===== config.mk =====
export PLATFORM = sky130hd
export DESIGN_NAME = sfc_serial_unit
export DESIGN_NICKNAME = d
export VERILOG_FILES = /design/src/rtl/sfc_pkg.sv /design/src/rtl/sfc_prescaler.sv /design/src/rtl/sfc_serial_unit.sv /design/src/rtl/sfc_sync.sv
export SDC_FILE = /design/constraint.sdc
export NUM_CORES = 1
export LEC_CHECK = 0
export BUFFER_PORTS_ARGS = -buffer_cell sky130_fd_sc_hd__buf_2
export CAP_MARGIN = 25
export CORE_MARGIN = 4
export CORE_UTILIZATION = 55
export CTS_CLUSTER_SIZE = 14
export DETAILED_ROUTE_END_ITERATION = 16
export PLACE_DENSITY = 0.76
export SYNTH_ARGS = -nofsm -noshare
export SYNTH_HDL_FRONTEND = slang
export SYNTH_SLANG_ARGS = --single-unit

===== constraint.sdc =====
create_clock -name i_core_clk -period 3.62 [get_ports i_core_clk]
set_clock_uncertainty 0.2 [all_clocks]
set_input_delay 1.086 -clock i_core_clk [delete_from_list [all_inputs] [get_ports i_core_clk]]
set_output_delay 1.086 -clock i_core_clk [all_outputs]
set_load 0.05 [all_outputs]

===== src/rtl/sfc_pkg.sv =====
package sfc_pkg;

    // Register indices; the byte address on the bus is four times the index
    localparam int unsigned ADDR_W        = 18;
    localparam logic [15:0] IDX_FORMAT    = 16'hff88;
    localparam logic [15:0] IDX_BITRATE   = 16'hff89;
    localparam logic [15:0] IDX_CONTROL   = 16'hff8a;
    localparam logic [15:0] IDX_TXBUF     = 16'hff8b;
    localparam logic [15:0] IDX_STATUS    = 16'hff8c;
    localparam logic [15:0] IDX_RXBUF     = 16'hff8d;
    localparam logic [15:0] IDX_SERTIMER  = 16'hffc3;
    localparam logic [15:0] IDX_CONTROL0  = 16'hffda;

    localparam logic [7:0]  FORMAT_RESET  = 8'h00;
    localparam logic [7:0]  CONTROL_RESET = 8'h00;
    localparam logic [7:0]  STATUS_RESET  = 8'h84;
    localparam logic [7:0]  TXBUF_RESET   = 8'hff;
    localparam logic [7:0]  RXBUF_RESET   = 8'h00;
    localparam logic [7:0]  BITRATE_RESET = 8'hff;
    localparam logic [7:0]  SERTIMER_RESET = 8'hf8;
    localparam int unsigned SERTIMER_MPE_BIT = 2;

    // Status bit positions
    localparam int unsigned ST_TXE  = 7;
    localparam int unsigned ST_RXF  = 6;
    localparam int unsigned ST_OVR  = 5;
    localparam int unsigned ST_FRM  = 4;
    localparam int unsigned ST_PAR  = 3;
    localparam int unsigned ST_DONE = 2;
    localparam int unsigned ST_ADDR = 1;
    localparam int unsigned ST_MPBT = 0;

    // Prescaler terminal counts: divide by 1, 4, 16, 64
    localparam logic [5:0]  PS_TERM_1  = 6'h00;
    localparam logic [5:0]  PS_TERM_4  = 6'h03;
    localparam logic [5:0]  PS_TERM_16 = 6'h0f;
    localparam logic [5:0]  PS_TERM_64 = 6'h3f;

    localparam logic [3:0]  CHAR_BITS_8 = 4'h8;
    localparam logic [3:0]  CHAR_BITS_7 = 4'h7;
    localparam logic [1:0]  STOP_ONE    = 2'h1;
    localparam logic [1:0]  STOP_TWO    = 2'h2;

    typedef struct packed {
        logic       sync_mode;
        logic       seven_bit_char;
        logic       parity_on;
        logic       odd_parity;
        logic       two_stop;
        logic       multiproc_fmt;
        logic       prescale_sel_hi;
        logic       prescale_sel_lo;
    } sfc_format_t;

    typedef struct packed {
        logic       txe_irq_on;
        logic       rx_irq_on;
        logic       tx_on;
        logic       rx_on;
        logic       addr_wait_on;
        logic       tx_done_irq_on;
        logic       clk_src_ext;
        logic       clk_out_on;
    } sfc_control_t;

    typedef enum logic [2:0] {
        SFC_IDLE  = 3'b000,
        SFC_START = 3'b001,
        SFC_DATA  = 3'b010,
        SFC_EXTRA = 3'b011,
        SFC_STOP  = 3'b100
    } sfc_state_t;

endpackage


===== src/rtl/sfc_prescaler.sv =====
`timescale 1ns/1ns
module sfc_prescaler
    import sfc_pkg::*;
(
    input  wire logic       i_core_clk,
    input  wire logic       i_resetn,
    input  wire logic       i_ce,
    input  wire logic [1:0] i_sel,
    output logic            o_tick
);
    logic [5:0] cnt_q;
    wire  [5:0] term = (i_sel == 2'h0) ? PS_TERM_1 :
                       (i_sel == 2'h1) ? PS_TERM_4 :
                       (i_sel == 2'h2) ? PS_TERM_16 : PS_TERM_64;
    wire        wrap = (cnt_q >= term);

    always_ff @(posedge i_core_clk or negedge i_resetn) begin
        if (!i_resetn) begin
            cnt_q  <= 6'h00;
            o_tick <= 1'b0;
        end else if (i_ce) begin
            cnt_q  <= wrap ? 6'h00 : cnt_q + 6'h01;
            o_tick <= wrap;
        end
    end
endmodule // sfc_prescaler


===== src/rtl/sfc_serial_unit.sv =====
`timescale 1ns/1ns
module sfc_serial_unit
    import sfc_pkg::*;
(
    input  wire logic              i_core_clk,
    input  wire logic              i_resetn,
    input  wire logic              i_ce,
    input  wire logic              i_standby,
    input  wire logic              i_psel,
    input  wire logic              i_penable,
    input  wire logic              i_pwrite,
    input  wire logic [ADDR_W-1:0] i_paddr,
    input  wire logic [31:0]       i_pwdata,
    input  wire logic [3:0]        i_pstrb,
    output logic      [31:0]       o_prdata,
    output logic                   o_pready,
    output logic                   o_pslverr,
    input  wire logic              i_rxd,
    output logic                   o_txd,
    output logic                   o_txd_oe_n,
    output logic                   o_rxd_used,
    output logic                   o_sck,
    output logic                   o_tx_empty_irq,
    output logic                   o_rx_full_irq,
    output logic                   o_rx_err_irq,
    output logic                   o_tx_done_irq
);
    sfc_format_t  fmt_q;
    sfc_control_t ctrl_q;
    sfc_control_t ctrl_d;
    logic [7:0]   brr_q;
    logic [7:0]   txbuf_q;
    logic [7:0]   rxbuf_q;
    logic [7:0]   sertimer_q;
    logic [7:0]   stat_q;
    logic [7:0]   stat_d;
    logic         rxd_s;
    logic         ps_tick;

    sfc_sync #(
        .RESET_VAL (1'b1)
    ) u_rxd_sync (
        .i_core_clk (i_core_clk),
        .i_resetn   (i_resetn),
        .i_ce       (i_ce),
        .i_async    (i_rxd),
        .o_sync     (rxd_s)
    );

    sfc_prescaler u_prescaler (
        .i_core_clk (i_core_clk),
        .i_resetn   (i_resetn),
        .i_ce       (i_ce),
        .i_sel      ({fmt_q.prescale_sel_hi, fmt_q.prescale_sel_lo}),
        .o_tick     (ps_tick)
    );

    // Effective format after mode and global enable
    wire       sync_mode = fmt_q.sync_mode;
    wire       mp_eff    = !sync_mode && fmt_q.multiproc_fmt && sertimer_q[SERTIMER_MPE_BIT];
    wire       par_eff   = !sync_mode && fmt_q.parity_on && !mp_eff;
    wire       odd_eff   = par_eff && fmt_q.odd_parity;
    wire       wait_eff  = mp_eff && ctrl_q.addr_wait_on;
    wire [3:0] char_bits = (!sync_mode && fmt_q.seven_bit_char) ? CHAR_BITS_7 : CHAR_BITS_8;
    wire [1:0] stop_bits = fmt_q.two_stop ? STOP_TWO : STOP_ONE;
    wire       has_extra = par_eff || mp_eff;
    wire [7:0] half_brr  = brr_q >> 1;

    // APB decode; one wait state, answer registered
    wire [15:0] idx       = i_paddr[ADDR_W-1:2];
    wire        access    = i_psel && i_penable;
    wire        hit_fmt   = (idx == IDX_FORMAT);
    wire        hit_brr   = (idx == IDX_BITRATE);
    wire        hit_ctrl  = (idx == IDX_CONTROL);
    wire        hit_txb   = (idx == IDX_TXBUF);
    wire        hit_stat  = (idx == IDX_STATUS);
    wire        hit_rxb   = (idx == IDX_RXBUF);
    wire        hit_st    = (idx == IDX_SERTIMER);
    wire        mapped    = hit_fmt | hit_brr | hit_ctrl | hit_txb | hit_stat | hit_rxb | hit_st;
    wire        wr_commit = access && o_pready && i_pwrite && i_pstrb[0] && mapped;
    wire [7:0]  wd        = i_pwdata[7:0];
    wire [7:0]  rd_byte   = hit_fmt  ? fmt_q :
                            hit_brr  ? brr_q :
                            hit_ctrl ? ctrl_q :
                            hit_txb  ? txbuf_q :
                            hit_stat ? stat_q :
                            hit_rxb  ? rxbuf_q :
                            hit_st   ? sertimer_q : 8'h00;

    always_ff @(posedge i_core_clk or negedge i_resetn) begin
        if (!i_resetn) begin
            o_pready  <= 1'b0;
            o_prdata  <= 32'h0000_0000;
            o_pslverr <= 1'b0;
        end else if (i_ce) begin
            o_pready  <= access && !o_pready;
            o_prdata  <= (access && !o_pready && !i_pwrite) ? {24'h00_0000, rd_byte} : 32'h0000_0000;
            o_pslverr <= access && !o_pready && !mapped;
        end
    end

    // Transmitter
    sfc_state_t tx_state_q;
    logic [7:0] tx_cnt_q;
    logic [3:0] tx_bit_q;
    logic [7:0] tx_sh_q;
    logic       tx_extra_q;
    wire        tx_bit_end = ps_tick && (tx_cnt_q == brr_q);
    wire        tx_load    = (tx_state_q == SFC_IDLE) && ctrl_q.tx_on && !stat_q[ST_TXE];
    wire        tx_last    = (tx_bit_q == char_bits - 4'h1);
    wire        tx_end     = tx_bit_end && (((tx_state_q == SFC_STOP) && (tx_bit_q == {2'b00, stop_bits} - 4'h1))
                             || (sync_mode && (tx_state_q == SFC_DATA) && tx_last));
    wire [7:0]  tx_data    = fmt_q.seven_bit_char && !sync_mode ? {1'b0, txbuf_q[6:0]} : txbuf_q;
    wire        tx_par     = (^tx_data) ^ odd_eff;

    always_ff @(posedge i_core_clk or negedge i_resetn) begin
        if (!i_resetn) begin
            tx_state_q <= SFC_IDLE;
            tx_cnt_q   <= 8'h00;
            tx_bit_q   <= 4'h0;
            tx_sh_q    <= 8'h00;
            tx_extra_q <= 1'b0;
        end else if (i_ce) begin
            if (!ctrl_q.tx_on || i_standby) begin
                tx_state_q <= SFC_IDLE;
            end else if (tx_load) begin
                tx_sh_q    <= tx_data;
                tx_extra_q <= mp_eff ? stat_q[ST_MPBT] : tx_par;
                tx_cnt_q   <= 8'h00;
                tx_bit_q   <= 4'h0;
                tx_state_q <= sync_mode ? SFC_DATA : SFC_START;
            end else if (tx_state_q != SFC_IDLE && ps_tick) begin
                tx_cnt_q <= tx_bit_end ? 8'h00 : tx_cnt_q + 8'h01;
                if (tx_bit_end) begin
                    unique case (tx_state_q)
                        SFC_START: tx_state_q <= SFC_DATA;
                        SFC_DATA: begin
                            tx_sh_q  <= tx_sh_q >> 1;
                            tx_bit_q <= tx_last ? 4'h0 : tx_bit_q + 4'h1;
                            if (tx_last) begin
                                tx_state_q <= sync_mode ? SFC_IDLE : (has_extra ? SFC_EXTRA : SFC_STOP);
                            end
                        end
                        SFC_EXTRA: tx_state_q <= SFC_STOP;
                        SFC_STOP: begin
                            tx_bit_q <= tx_bit_q + 4'h1;
                            if (tx_end) begin
                                tx_state_q <= SFC_IDLE;
                            end
                        end
                        default: tx_state_q <= SFC_IDLE;
                    endcase
                end
            end
        end
    end

    logic txd_d;
    always_comb begin
        unique case (tx_state_q)
            SFC_START: txd_d = 1'b0;
            SFC_DATA:  txd_d = tx_sh_q[0];
            SFC_EXTRA: txd_d = tx_extra_q;
            default:   txd_d = 1'b1;
        endcase
    end

    // Receiver
    sfc_state_t rx_state_q;
    logic [7:0] rx_cnt_q;
    logic [3:0] rx_bit_q;
    logic [7:0] rx_sh_q;
    logic       rx_extra_q;
    logic       rx_done_q;
    logic [7:0] rx_data_q;
    logic       rx_fe_q;
    logic       rx_pe_q;
    logic       rx_mpb_q;
    wire        rx_run     = ctrl_q.rx_on && !i_standby;
    wire        rx_bit_end = ps_tick && (rx_cnt_q == brr_q);
    wire        rx_half    = ps_tick && (rx_cnt_q == half_brr);
    wire        rx_last    = (rx_bit_q == char_bits - 4'h1);
    wire [7:0]  rx_shifted = {rxd_s, rx_sh_q[7:1]};
    wire [7:0]  rx_word    = (char_bits == CHAR_BITS_7) ? {1'b0, rx_sh_q[7:1]} : rx_sh_q;

    always_ff @(posedge i_core_clk or negedge i_resetn) begin
        if (!i_resetn) begin
            rx_state_q <= SFC_IDLE;
            rx_cnt_q   <= 8'h00;
            rx_bit_q   <= 4'h0;
            rx_sh_q    <= 8'h00;
            rx_extra_q <= 1'b0;
            rx_done_q  <= 1'b0;
            rx_data_q  <= 8'h00;
            rx_fe_q    <= 1'b0;
            rx_pe_q    <= 1'b0;
            rx_mpb_q   <= 1'b0;
        end else if (i_ce) begin
            rx_done_q <= 1'b0;
            if (!rx_run) begin
                rx_state_q <= SFC_IDLE;
            end else begin
                if (rx_state_q != SFC_IDLE && ps_tick) begin
                    rx_cnt_q <= (rx_bit_end || (rx_state_q == SFC_START && rx_half)) ? 8'h00 : rx_cnt_q + 8'h01;
                end
                unique case (rx_state_q)
                    SFC_IDLE: begin
                        rx_cnt_q <= 8'h00;
                        rx_bit_q <= 4'h0;
                        if (sync_mode || !rxd_s) begin
                            rx_state_q <= sync_mode ? SFC_DATA : SFC_START;
                        end
                    end
                    SFC_START: if (rx_half) begin
                        rx_state_q <= rxd_s ? SFC_IDLE : SFC_DATA; // Glitch rejected
                    end
                    SFC_DATA: if (rx_bit_end) begin
                        rx_sh_q  <= rx_shifted;
                        rx_bit_q <= rx_last ? 4'h0 : rx_bit_q + 4'h1;
                        if (rx_last && sync_mode) begin
                            rx_state_q <= SFC_IDLE;
                            rx_done_q  <= 1'b1;
                            rx_data_q  <= rx_shifted;
                            rx_fe_q    <= 1'b0;
                            rx_pe_q    <= 1'b0;
                            rx_mpb_q   <= 1'b0;
                        end else if (rx_last) begin
                            rx_state_q <= has_extra ? SFC_EXTRA : SFC_STOP;
                        end
                    end
                    SFC_EXTRA: if (rx_bit_end) begin
                        rx_extra_q <= rxd_s;
                        rx_state_q <= SFC_STOP;
                    end
                    SFC_STOP: if (rx_bit_end) begin
                        // Second stop bit never sampled; a low there is a new start
                        rx_state_q <= SFC_IDLE;
                        rx_done_q  <= 1'b1;
                        rx_data_q  <= rx_word;
                        rx_fe_q    <= !rxd_s;
                        rx_pe_q    <= par_eff && (((^rx_word) ^ rx_extra_q) != odd_eff);
                        rx_mpb_q   <= mp_eff && rx_extra_q;
                    end
                    default: rx_state_q <= SFC_IDLE;
                endcase
            end
        end
    end

    // Address-wait filter and status updates
    wire rx_drop   = rx_done_q && wait_eff && !rx_mpb_q;
    wire rx_addr   = rx_done_q && wait_eff && rx_mpb_q;
    wire rx_accept = rx_done_q && !rx_drop;
    wire rx_ovr    = rx_accept && stat_q[ST_RXF];
    wire rx_store  = rx_accept && !stat_q[ST_RXF];
    wire rx_good   = rx_store && !rx_fe_q && !rx_pe_q;
    wire [7:0] sw_clr = (wr_commit && hit_stat) ? ~wd : 8'h00;

    // Set wins over a software clear in the same cycle
    always_comb begin
        stat_d = stat_q;
        stat_d[ST_TXE]  = (stat_q[ST_TXE] && !sw_clr[ST_TXE]) || tx_load || !ctrl_q.tx_on;
        stat_d[ST_DONE] = (stat_q[ST_DONE] && !sw_clr[ST_TXE] && !tx_load)
                          || (tx_end && stat_q[ST_TXE]) || !ctrl_q.tx_on;
        stat_d[ST_RXF]  = (stat_q[ST_RXF] && !sw_clr[ST_RXF]) || rx_good;
        stat_d[ST_OVR]  = (stat_q[ST_OVR] && !sw_clr[ST_OVR]) || rx_ovr;
        stat_d[ST_FRM]  = (stat_q[ST_FRM] && !sw_clr[ST_FRM]) || (rx_store && rx_fe_q && !sync_mode);
        stat_d[ST_PAR]  = (stat_q[ST_PAR] && !sw_clr[ST_PAR]) || (rx_store && rx_pe_q);
        stat_d[ST_ADDR] = rx_accept && mp_eff ? rx_mpb_q : stat_q[ST_ADDR];
        stat_d[ST_MPBT] = (wr_commit && hit_stat) ? wd[ST_MPBT] : stat_q[ST_MPBT];
        if (i_standby) begin
            stat_d = STATUS_RESET;
        end
    end

    always_comb begin
        ctrl_d = ctrl_q;
        if (wr_commit && hit_ctrl) begin
            ctrl_d = sfc_control_t'(wd);
        end
        if (rx_addr) begin
            ctrl_d.addr_wait_on = 1'b0;
        end
        if (i_standby) begin
            ctrl_d = sfc_control_t'(CONTROL_RESET);
        end
    end

    always_ff @(posedge i_core_clk or negedge i_resetn) begin
        if (!i_resetn) begin
            fmt_q      <= sfc_format_t'(FORMAT_RESET);
            ctrl_q     <= sfc_control_t'(CONTROL_RESET);
            brr_q      <= BITRATE_RESET;
            txbuf_q    <= TXBUF_RESET;
            rxbuf_q    <= RXBUF_RESET;
            sertimer_q <= SERTIMER_RESET;
            stat_q     <= STATUS_RESET;
        end else if (i_ce) begin
            ctrl_q <= ctrl_d;
            stat_q <= stat_d;
            if (i_standby) begin
                fmt_q   <= sfc_format_t'(FORMAT_RESET);
                brr_q   <= BITRATE_RESET;
                txbuf_q <= TXBUF_RESET;
                rxbuf_q <= RXBUF_RESET;
            end else begin
                if (wr_commit && hit_fmt) fmt_q <= sfc_format_t'(wd);
                if (wr_commit && hit_brr) brr_q <= wd;
                if (wr_commit && hit_txb) txbuf_q <= wd;
                if (rx_store) rxbuf_q <= rx_data_q;
            end
            if (wr_commit && hit_st) sertimer_q <= wd;
        end
    end

    // Pins and requests, all registered; requests track next flag and enable
    always_ff @(posedge i_core_clk or negedge i_resetn) begin
        if (!i_resetn) begin
            o_txd          <= 1'b1;
            o_txd_oe_n     <= 1'b1;
            o_rxd_used     <= 1'b0;
            o_sck          <= 1'b1;
            o_tx_empty_irq <= 1'b0;
            o_rx_full_irq  <= 1'b0;
            o_rx_err_irq   <= 1'b0;
            o_tx_done_irq  <= 1'b0;
        end else if (i_ce) begin
            o_txd          <= txd_d;
            o_txd_oe_n     <= !ctrl_d.tx_on;
            o_rxd_used     <= ctrl_d.rx_on;
            o_sck          <= !(sync_mode && tx_state_q == SFC_DATA && tx_cnt_q <= half_brr);
            o_tx_empty_irq <= stat_d[ST_TXE] && ctrl_d.txe_irq_on;
            o_rx_full_irq  <= stat_d[ST_RXF] && ctrl_d.rx_irq_on;
            o_rx_err_irq   <= (stat_d[ST_OVR] || stat_d[ST_FRM] || stat_d[ST_PAR]) && ctrl_d.rx_irq_on;
            o_tx_done_irq  <= stat_d[ST_DONE] && ctrl_d.tx_done_irq_on;
        end
    end
endmodule // sfc_serial_unit


===== src/rtl/sfc_sync.sv =====
`timescale 1ns/1ns
module sfc_sync
    import sfc_pkg::*;
#(
    parameter logic RESET_VAL = 1'b1
) (
    input  wire logic i_core_clk,
    input  wire logic i_resetn,
    input  wire logic i_ce,
    input  wire logic i_async,
    output logic      o_sync
);
    logic meta_q;

    // First stage feeds only the second
    always_ff @(posedge i_core_clk or negedge i_resetn) begin
        if (!i_resetn) begin
            meta_q <= RESET_VAL;
            o_sync <= RESET_VAL;
        end else if (i_ce) begin
            meta_q <= i_async;
            o_sync <= meta_q;
        end
    end
endmodule // sfc_sync


==> impl_results.md, run 1 <==
* Fin crit period at 2.929 ns
* Pwr Density at 446.7 nW/µm²
* Resized Gates After CTS at 0
* Synth warnings at 0
* ANT cells at 0
* Pin count of the biggest net entering global routing at 54
* CTS tree: built
* Hold Buf Count CTS at 0
* Largest delay contributor family on the critical path: simple AND/OR/NAND/NOR gates
* Synth async-reset ratio at 1.000
* Area of the multi-input gates at 4468 µm²
* CP max stage delay at 0.58 ns
* Post-route ant nets at 0
* Cell chain of the critical path: buf_2 -> nand4b_1 -> or4_1 -> or3_1 -> mux2_1 -> o22a_1
* Die area at 17450 µm²
* Core ar. at 15150 µm²
* Avg Inst Size Synth at 9.525 µm²
* Initial antenna violation count at 0
* Fillcell total at 1258
* Total internal power at 3.037 mW
* Post-synthesis cell type count at 65
* Flop pwr share at 0.426
* Crit path DAT at 3.09 ns
* TritonRoute pass-1 iters at 6
* Buf/Inv on CP at 1
* Vias in the first global route at 6770
* RSZ-0062 raised after global routing: no
* Ys flop type: dfrtp_1
* Worst vdd ir at 491.0 µV
* Final Hold Vio Count at 0
* Netlist Area Pre-Place at 8468 µm²
* Period utilization at 0.8092
* Number of clock sinks at 142
* Port Buf Inserts at 50
* I/O pins at 104
* Routed WL per cell at 18.91 µm
* Vias at 6971
* CTS root buffer: clkbuf_16
* Clock power share at 0.432
* Post-synth EDFFs at 0
* Switching pwr at 1.189 mW
* Worst slew pin tran at 0.6226 ns
* Final slew viol count at 0
* Max Cap Viol at 0
* Overflow after GRT at 0
* Hpwl dp at 14930 µm
* DRC viols at 0
* Post-synthesis sequential area ratio at 0.4238
* Max H-tree Level at 4
* Global-route wire length before repair at 35380 µm
* CTS Buffer Depth at 2
* Register area at 3588 µm²
* Crit Path Category: primary input to register
* Leakage at 4.079 nW
* Synth Instances at 889
* CP max stage cell: or4_1
* Area growth syn-to-layout at 11.73%
* Worst-skew pair later-pin latency at 0.43 ns
* Combinational power share at 0.142
* Outcome: completed
* Relative slew slack at 0.5834
* Setup TNS at 0 ns
* Via/cell ratio at 6.158
* CTS buffer count at 17
* DRT iter0 DRCs at 813
* Final Power at 4.226 mW
* Flops & latches, synth at 142
* Routability congestion estimate at 0.9144
* Fmax at 341.4 MHz
* Switching Share at 0.2814
* Crit end category: register
* GRT Overall Usage at 0.2509
* Die width at 132.1 µm
* Critical Path Start Type: primary input
* Die Span Y at 132.1 µm
* Starting Density at 0.5591
* Worst Path Max Fanout at 8
* Clk pin slew, worst setup/hold paths at 0.06 ns
* Row count at 45
* Share of cells above drive strength 1 at 0.2002
* DRT Wirelength at 21410 µm
* Hold WC Path Type: register to register
* Endpoints failing setup at 0
* CP Data Required Time at 3.78 ns
* Postcts setup bufs at 0
* Nets@finish at 1011
## path summary, 6_finish.rpt
check / endpoint / from / slack, ns / cells past startpoint
min in group asynchronous: tx_cnt_q[5] / i_resetn / 0.41 / 1
hold reg to reg: tx_sh_q[4] / tx_sh_q[4] / 0.28 / 2
hold / removal: tx_sh_q[4] / tx_sh_q[4] / 0.28 / 2
setup reg to reg: tx_state_q[1] / sync_mode / 0.80 / 7
setup / recovery: txbuf_q[7] / i_paddr[4] / 0.69 / 6
max in group asynchronous: sertimer_q[5] / i_resetn / 2.03 / 2
## sequential cells by signal, summed over array words and instances (netlist names), 3 cells and up
| register | cells |
|---|---|
| brr_q | 8 |
| o_prdata | 8 |
| rx_cnt_q | 8 |
| rx_data_q | 8 |
| rx_sh_q | 8 |
| rxbuf_q | 8 |
| sertimer_q | 8 |
| stat_q | 8 |
| tx_cnt_q | 8 |
| tx_sh_q | 8 |
| txbuf_q | 8 |
| ctrl_q | 7 |
| fmt_q | 7 |
| u_prescaler.cnt_q | 6 |
| rx_bit_q | 4 |
| tx_bit_q | 4 |
| rx_state_q | 3 |
| tx_state_q | 3 |
## kinds of logic (layout without fill, tap and decap cells)
group / after synthesis / in the layout / share of synthesized area
and+or+nand+nor: 253 / 253 / 0.1498
AOI/OAI and AO/OA: 252 / 252 / 0.1986
DFF: 142 / 142 / 0.4238
buffers and inverters: 103 / 135 / 0.05955
muxes: 72 / 72 / 0.09161
xor gates and xnor gates: 48 / 48 / 0.04965
adders and majority gates: 18 / 18 / 0.02660
other: 1 / 24 / 0.0004428
## power groups by stage
stage | combinational [mW] | clock [mW] | sequential, mW
final | 0.602 | 1.82 | 1.80
after global routing | 0.667 | 1.91 | 1.81
after CTS | 0.602 | 1.83 | 1.80
after detailed placement | 0.593 | 0 | 1.82
after global placement | 0.581 | 0 | 1.82
after floorplan | 0.481 | 0 | 1.76
## area by class of cell
type	instances	area share
repair buffers	75	0.04827
clock inverters	12	0.01706
well taps	188	0.02486
clock buffers	20	0.04721
multi-input cells	667	0.4722
flip-flops and latches	142	0.3793
inverters	28	0.01111
## worst register-to-register path: stages, from the launching register on
cell      delay [ns]
dfrtp_1         0.57
nand2b_1        0.51
xor2_1          0.25
nor3_1          0.35
o22a_1          0.20
o21ai_0         0.13
a21o_1          0.25
a22o_1          0.23
## through the flow
stage / util / hold WS [ns] / std cells / area [µm²] / setup WS [ns]
floorplan: - / 0.2496 / 912 / 8554 / 0.4988
global placement: 0.5846 / 0.2628 / 1100 / 8853 / 0.2775
detailed placement: 0.5846 / 0.2752 / 1100 / 8853 / 0.2628
CTS: 0.6247 / 0.2889 / 1132 / 9462 / 0.7082
global route: 0.6247 / 0.3229 / 1132 / 9462 / 0.5807
finish: 0.6247 / 0.2846 / 1132 / 9462 / 0.6908
## cells in the final DEF, fill, tap and decap left out, types with 7 or more instances in the layout
master / instances
dfstp_2: 28
nand2_1: 83
conb_1: 24
nor2_1: 48
o22a_1: 17
or3_1: 11
buf_4: 24
o2bb2ai_1: 24
xnor2_1: 38
nand2b_1: 16
nor3_1: 9
inv_1: 28
mux2_2: 43
dfrtp_1: 114
nand3_1: 22
nand4_1: 8
a221oi_1: 8
buf_2: 49
o31ai_1: 10
nor2b_1: 12
o22ai_1: 16
o21ai_0: 65
mux2i_1: 28
xor2_1: 10
ha_1: 18
a21o_1: 13
a22oi_1: 19
clkbuf_16: 17
and3_1: 7
a21oi_1: 45
## routing by layer
layer | GRT usage | routed length, µm | up-vias
met5 | 0 | 0 | -
met4 | 0.08343 | 559 | 0
met3 | 0.06107 | 1551 | 40
met2 | 0.3843 | 9776 | 250
met1 | 0.3516 | 9519 | 3406
li1 | - | - | 3275
## synthesized netlist by cell type (11+ instances only)
| library cell | n | area [µm²] |
|---|---|---|
| dfrtp_1 | 114 | 2853 |
| nand2_1 | 83 | 311.6 |
| o21ai_0 | 66 | 330.3 |
| nor2_1 | 48 | 180.2 |
| a21oi_1 | 45 | 225.2 |
| mux2_2 | 43 | 484.2 |
| xnor2_1 | 38 | 332.8 |
| clkbuf_1 | 33 | 123.9 |
| dfstp_2 | 28 | 735.7 |
| inv_1 | 28 | 105.1 |
| mux2i_1 | 28 | 280.3 |
| buf_4 | 26 | 195.2 |
| o2bb2ai_1 | 24 | 210.2 |
| nand3_1 | 22 | 110.1 |
| a22oi_1 | 19 | 142.6 |
| ha_1 | 18 | 225.2 |
| o22a_1 | 17 | 148.9 |
| nand2b_1 | 16 | 100.1 |
| o22ai_1 | 16 | 100.1 |
| a21o_1 | 13 | 97.59 |
| nor2b_1 | 12 | 75.07 |
| or3_1 | 11 | 68.82 |
(Power assumes the default switching activity.)
==> inputs of run 2 (changes only) <==
Clock period 3.62 ns to 3 ns, I/O delays scaled along.
==> run 2 against run 1 <==
  * Final area rose by 1.8%
  * Clock-buffer cell count up 3
  * Highest routed layer unchanged
  * Non-clock buffer count increased by 20
  * Die area is the same
  * Worst hold slack got worse by 0.13 ns
  * Combinational power rose by 23%
  * Core utilization increased by 1.1 points
  * Critical path type is now register to register
  * Largest cell class unchanged
==> impl_results.md, run 2 (synthesized netlist as in run 1, its figures left out) <==
* Outcome: completed
* Vias in the first global route at 6612 (-2.3%)
* Fmax at 377.4 MHz
* Pwr Density at 532.4 nW/µm² (+19%)
* Global-route wire length before repair at 34650 µm (-2.1%)
* Place WS at -0.04219 ns (-0.3050 ns)
* Vias at 7084 (+1.6%)
* CTS buffer count at 17 (unchanged)
* Fillcell total at 1252 (-0.48%)
* Final Hold Vio Count at 0 (unchanged)
* Fin crit period at 2.650 ns
* Die area at 17450 µm² (unchanged)
* Port Buf Inserts at 50 (unchanged)
* Die Span Y at 132.1 µm (unchanged)
* Initial antenna violation count at 0 (unchanged)
* Commonest non-fill, non-tap cells in the layout: dfrtp_1, nand2_1, o21ai_0
* Final Power at 5.130 mW (+21%)
* Max Cap Viol at 0 (unchanged)
* Area of the multi-input gates at 4468 µm² (unchanged)
* CTS Buffer Depth at 2 (unchanged)
* Starting Density at 0.5591 (unchanged)
* Leakage at 4.191 nW (+2.8%)
* Clk pin slew, worst setup/hold paths at 0.06 ns (about the same)
* Most common cell after layout, fill and taps aside: dfrtp_1
* Post-route cell area at 9635 µm² (+1.8%)
* Pin count of the biggest net entering global routing at 59 (+9.3%)
* Slack of the critical path at 0.3505 ns (-0.3404 ns)
* Core ar. at 15150 µm² (unchanged)
* Crit end category: register
* DRC viols at 0 (unchanged)
* Overflow after GRT at 0 (unchanged)
* Crit. Startpoint: brr_q[2]
* R2r startpoint: brr_q[2]
* Via/cell ratio at 6.149 (-0.14%)
* Crit Path Category: register to register
* Hold Buf Count CTS at 0 (unchanged)
* Row count at 45 (unchanged)
* Area growth syn-to-layout at 13.79%
* R2r setup slk at 0.35 ns (-0.45 ns)
* RSZ-0062 raised after global routing: no
* Nets@finish at 1031 (+2.0%)
* Critical Path Start Type: register
* CP Data Required Time at 3.10 ns (-0.68 ns)
* ANT cells at 0 (unchanged)
* Core Util, Final at 0.6362 (+0.01148)
* CTS root buffer: clkbuf_16
* I/O pins at 104 (unchanged)
* DRT iter0 DRCs at 580 (-29%)
* Final slew viol count at 0 (unchanged)
* End point of the critical path: rx_cnt_q[5]
* Worst slew pin tran at 0.8139 ns (+0.1913 ns)
* Postcts setup bufs at 0 (unchanged)
* Max H-tree Level at 4 (unchanged)
* Die width at 132.1 µm (unchanged)
* Crit path DAT at 2.75 ns (-0.34 ns)
* Worst vdd ir at 446.9 µV (-9.0%)
* Placed Area at 9016 µm² (+1.8%)
* Resized Gates After CTS at 0 (unchanged)
* Post-route ant nets at 0 (unchanged)
* Hold WC Path Type: primary input to async pin
* Reg-to-reg critical path endpoint: rx_cnt_q[5]
* Worst-skew pair later-pin latency at 0.43 ns (about the same)
* Share of cells above drive strength 1 at 0.2168 (+0.01659)
* Routed WL per cell at 18.70 µm (-1.1%)
* Number of clock sinks at 142 (unchanged)
* Period utilization at 0.8832
* TritonRoute pass-1 iters at 5 (-1)
* Endpoints failing setup at 0 (unchanged)
* GRT Overall Usage at 0.2453 (-0.005557)
* DRT Wirelength at 21540 µm (+0.64%)
* Worst Path Max Fanout at 8 (unchanged)
* Hpwl dp at 15140 µm (+1.4%)
* CTS tree: built
* Register area at 3588 µm² (unchanged)
* Relative slew slack at 0.4527 (-0.1306)
* Routability congestion estimate at 0.8812 (-3.6%)
* Reg2Reg Depth at 6 (-1)
-- run 2: cell count changes in the layout (fill, tap and decap cells not counted), sizes merged --
| cell | change |
|---|---|
| buf | +20 |
| clkinv | -2 |
| clkbuf | +3 |
| inv | -1 |
-- run 2: cell type report --
type / count / share of cell area
multi-input combinational: 667 / 0.4637
sequential: 142 / 0.3724
timing repair buffer: 95 / 0.06428
clock buffer: 23 / 0.05064
tap: 188 / 0.02441
clock inverter: 9 / 0.01363
inverter: 28 / 0.01091
-- run 2: metrics by stage --
step,std cells,hold slack (ns),setup TNS (ns)
final,1152,0.1563,0
after CTS,1152,0.1626,0
after global placement,1120,0.2630,0
after global routing,1152,0.1719,0
after detailed placement,1120,0.2746,-0.2547
after floorplan,912,0.2496,0
-- run 2: report_power, final --
group	switching [mW]	leakage [nW]	internal (mW)
combinational	0.436	2.03	0.306
sequential	0.145	1.86	2.03
clock	0.819	0.296	1.40
-- run 2: worst min path at each step --
stage,start,endpoint,slack (ns),depth (start not counted)
after floorplan,tx_sh_q[1],tx_sh_q[1],0.25,2
after global placement,tx_sh_q[1],tx_sh_q[1],0.26,2
after detailed placement,tx_sh_q[4],tx_sh_q[4],0.27,2
after CTS,i_resetn,rx_cnt_q[2],0.16,1
after global routing,i_resetn,tx_cnt_q[3],0.17,1
final,i_resetn,tx_cnt_q[2],0.16,1
-- run 2: worst max-delay path, stage by stage, from the launching register on --
cell and delay, ns:
dfstp_2 0.66, xnor2_1 0.15, nand4_1 0.10, o41a_1 0.35
o31ai_1 0.68, or2_2 0.29, o21ai_0 0.10
-- run 2: layer usage --
layer / part of all wire / GRT usage / vias up
li1: - / - / 3314
met1: 0.43 / 0.3472 / 3465
met2: 0.47 / 0.3888 / 272
met3: 0.078 / 0.05000 / 33
met4: 0.018 / 0.06184 / 0
met5: 0 / 0 / -
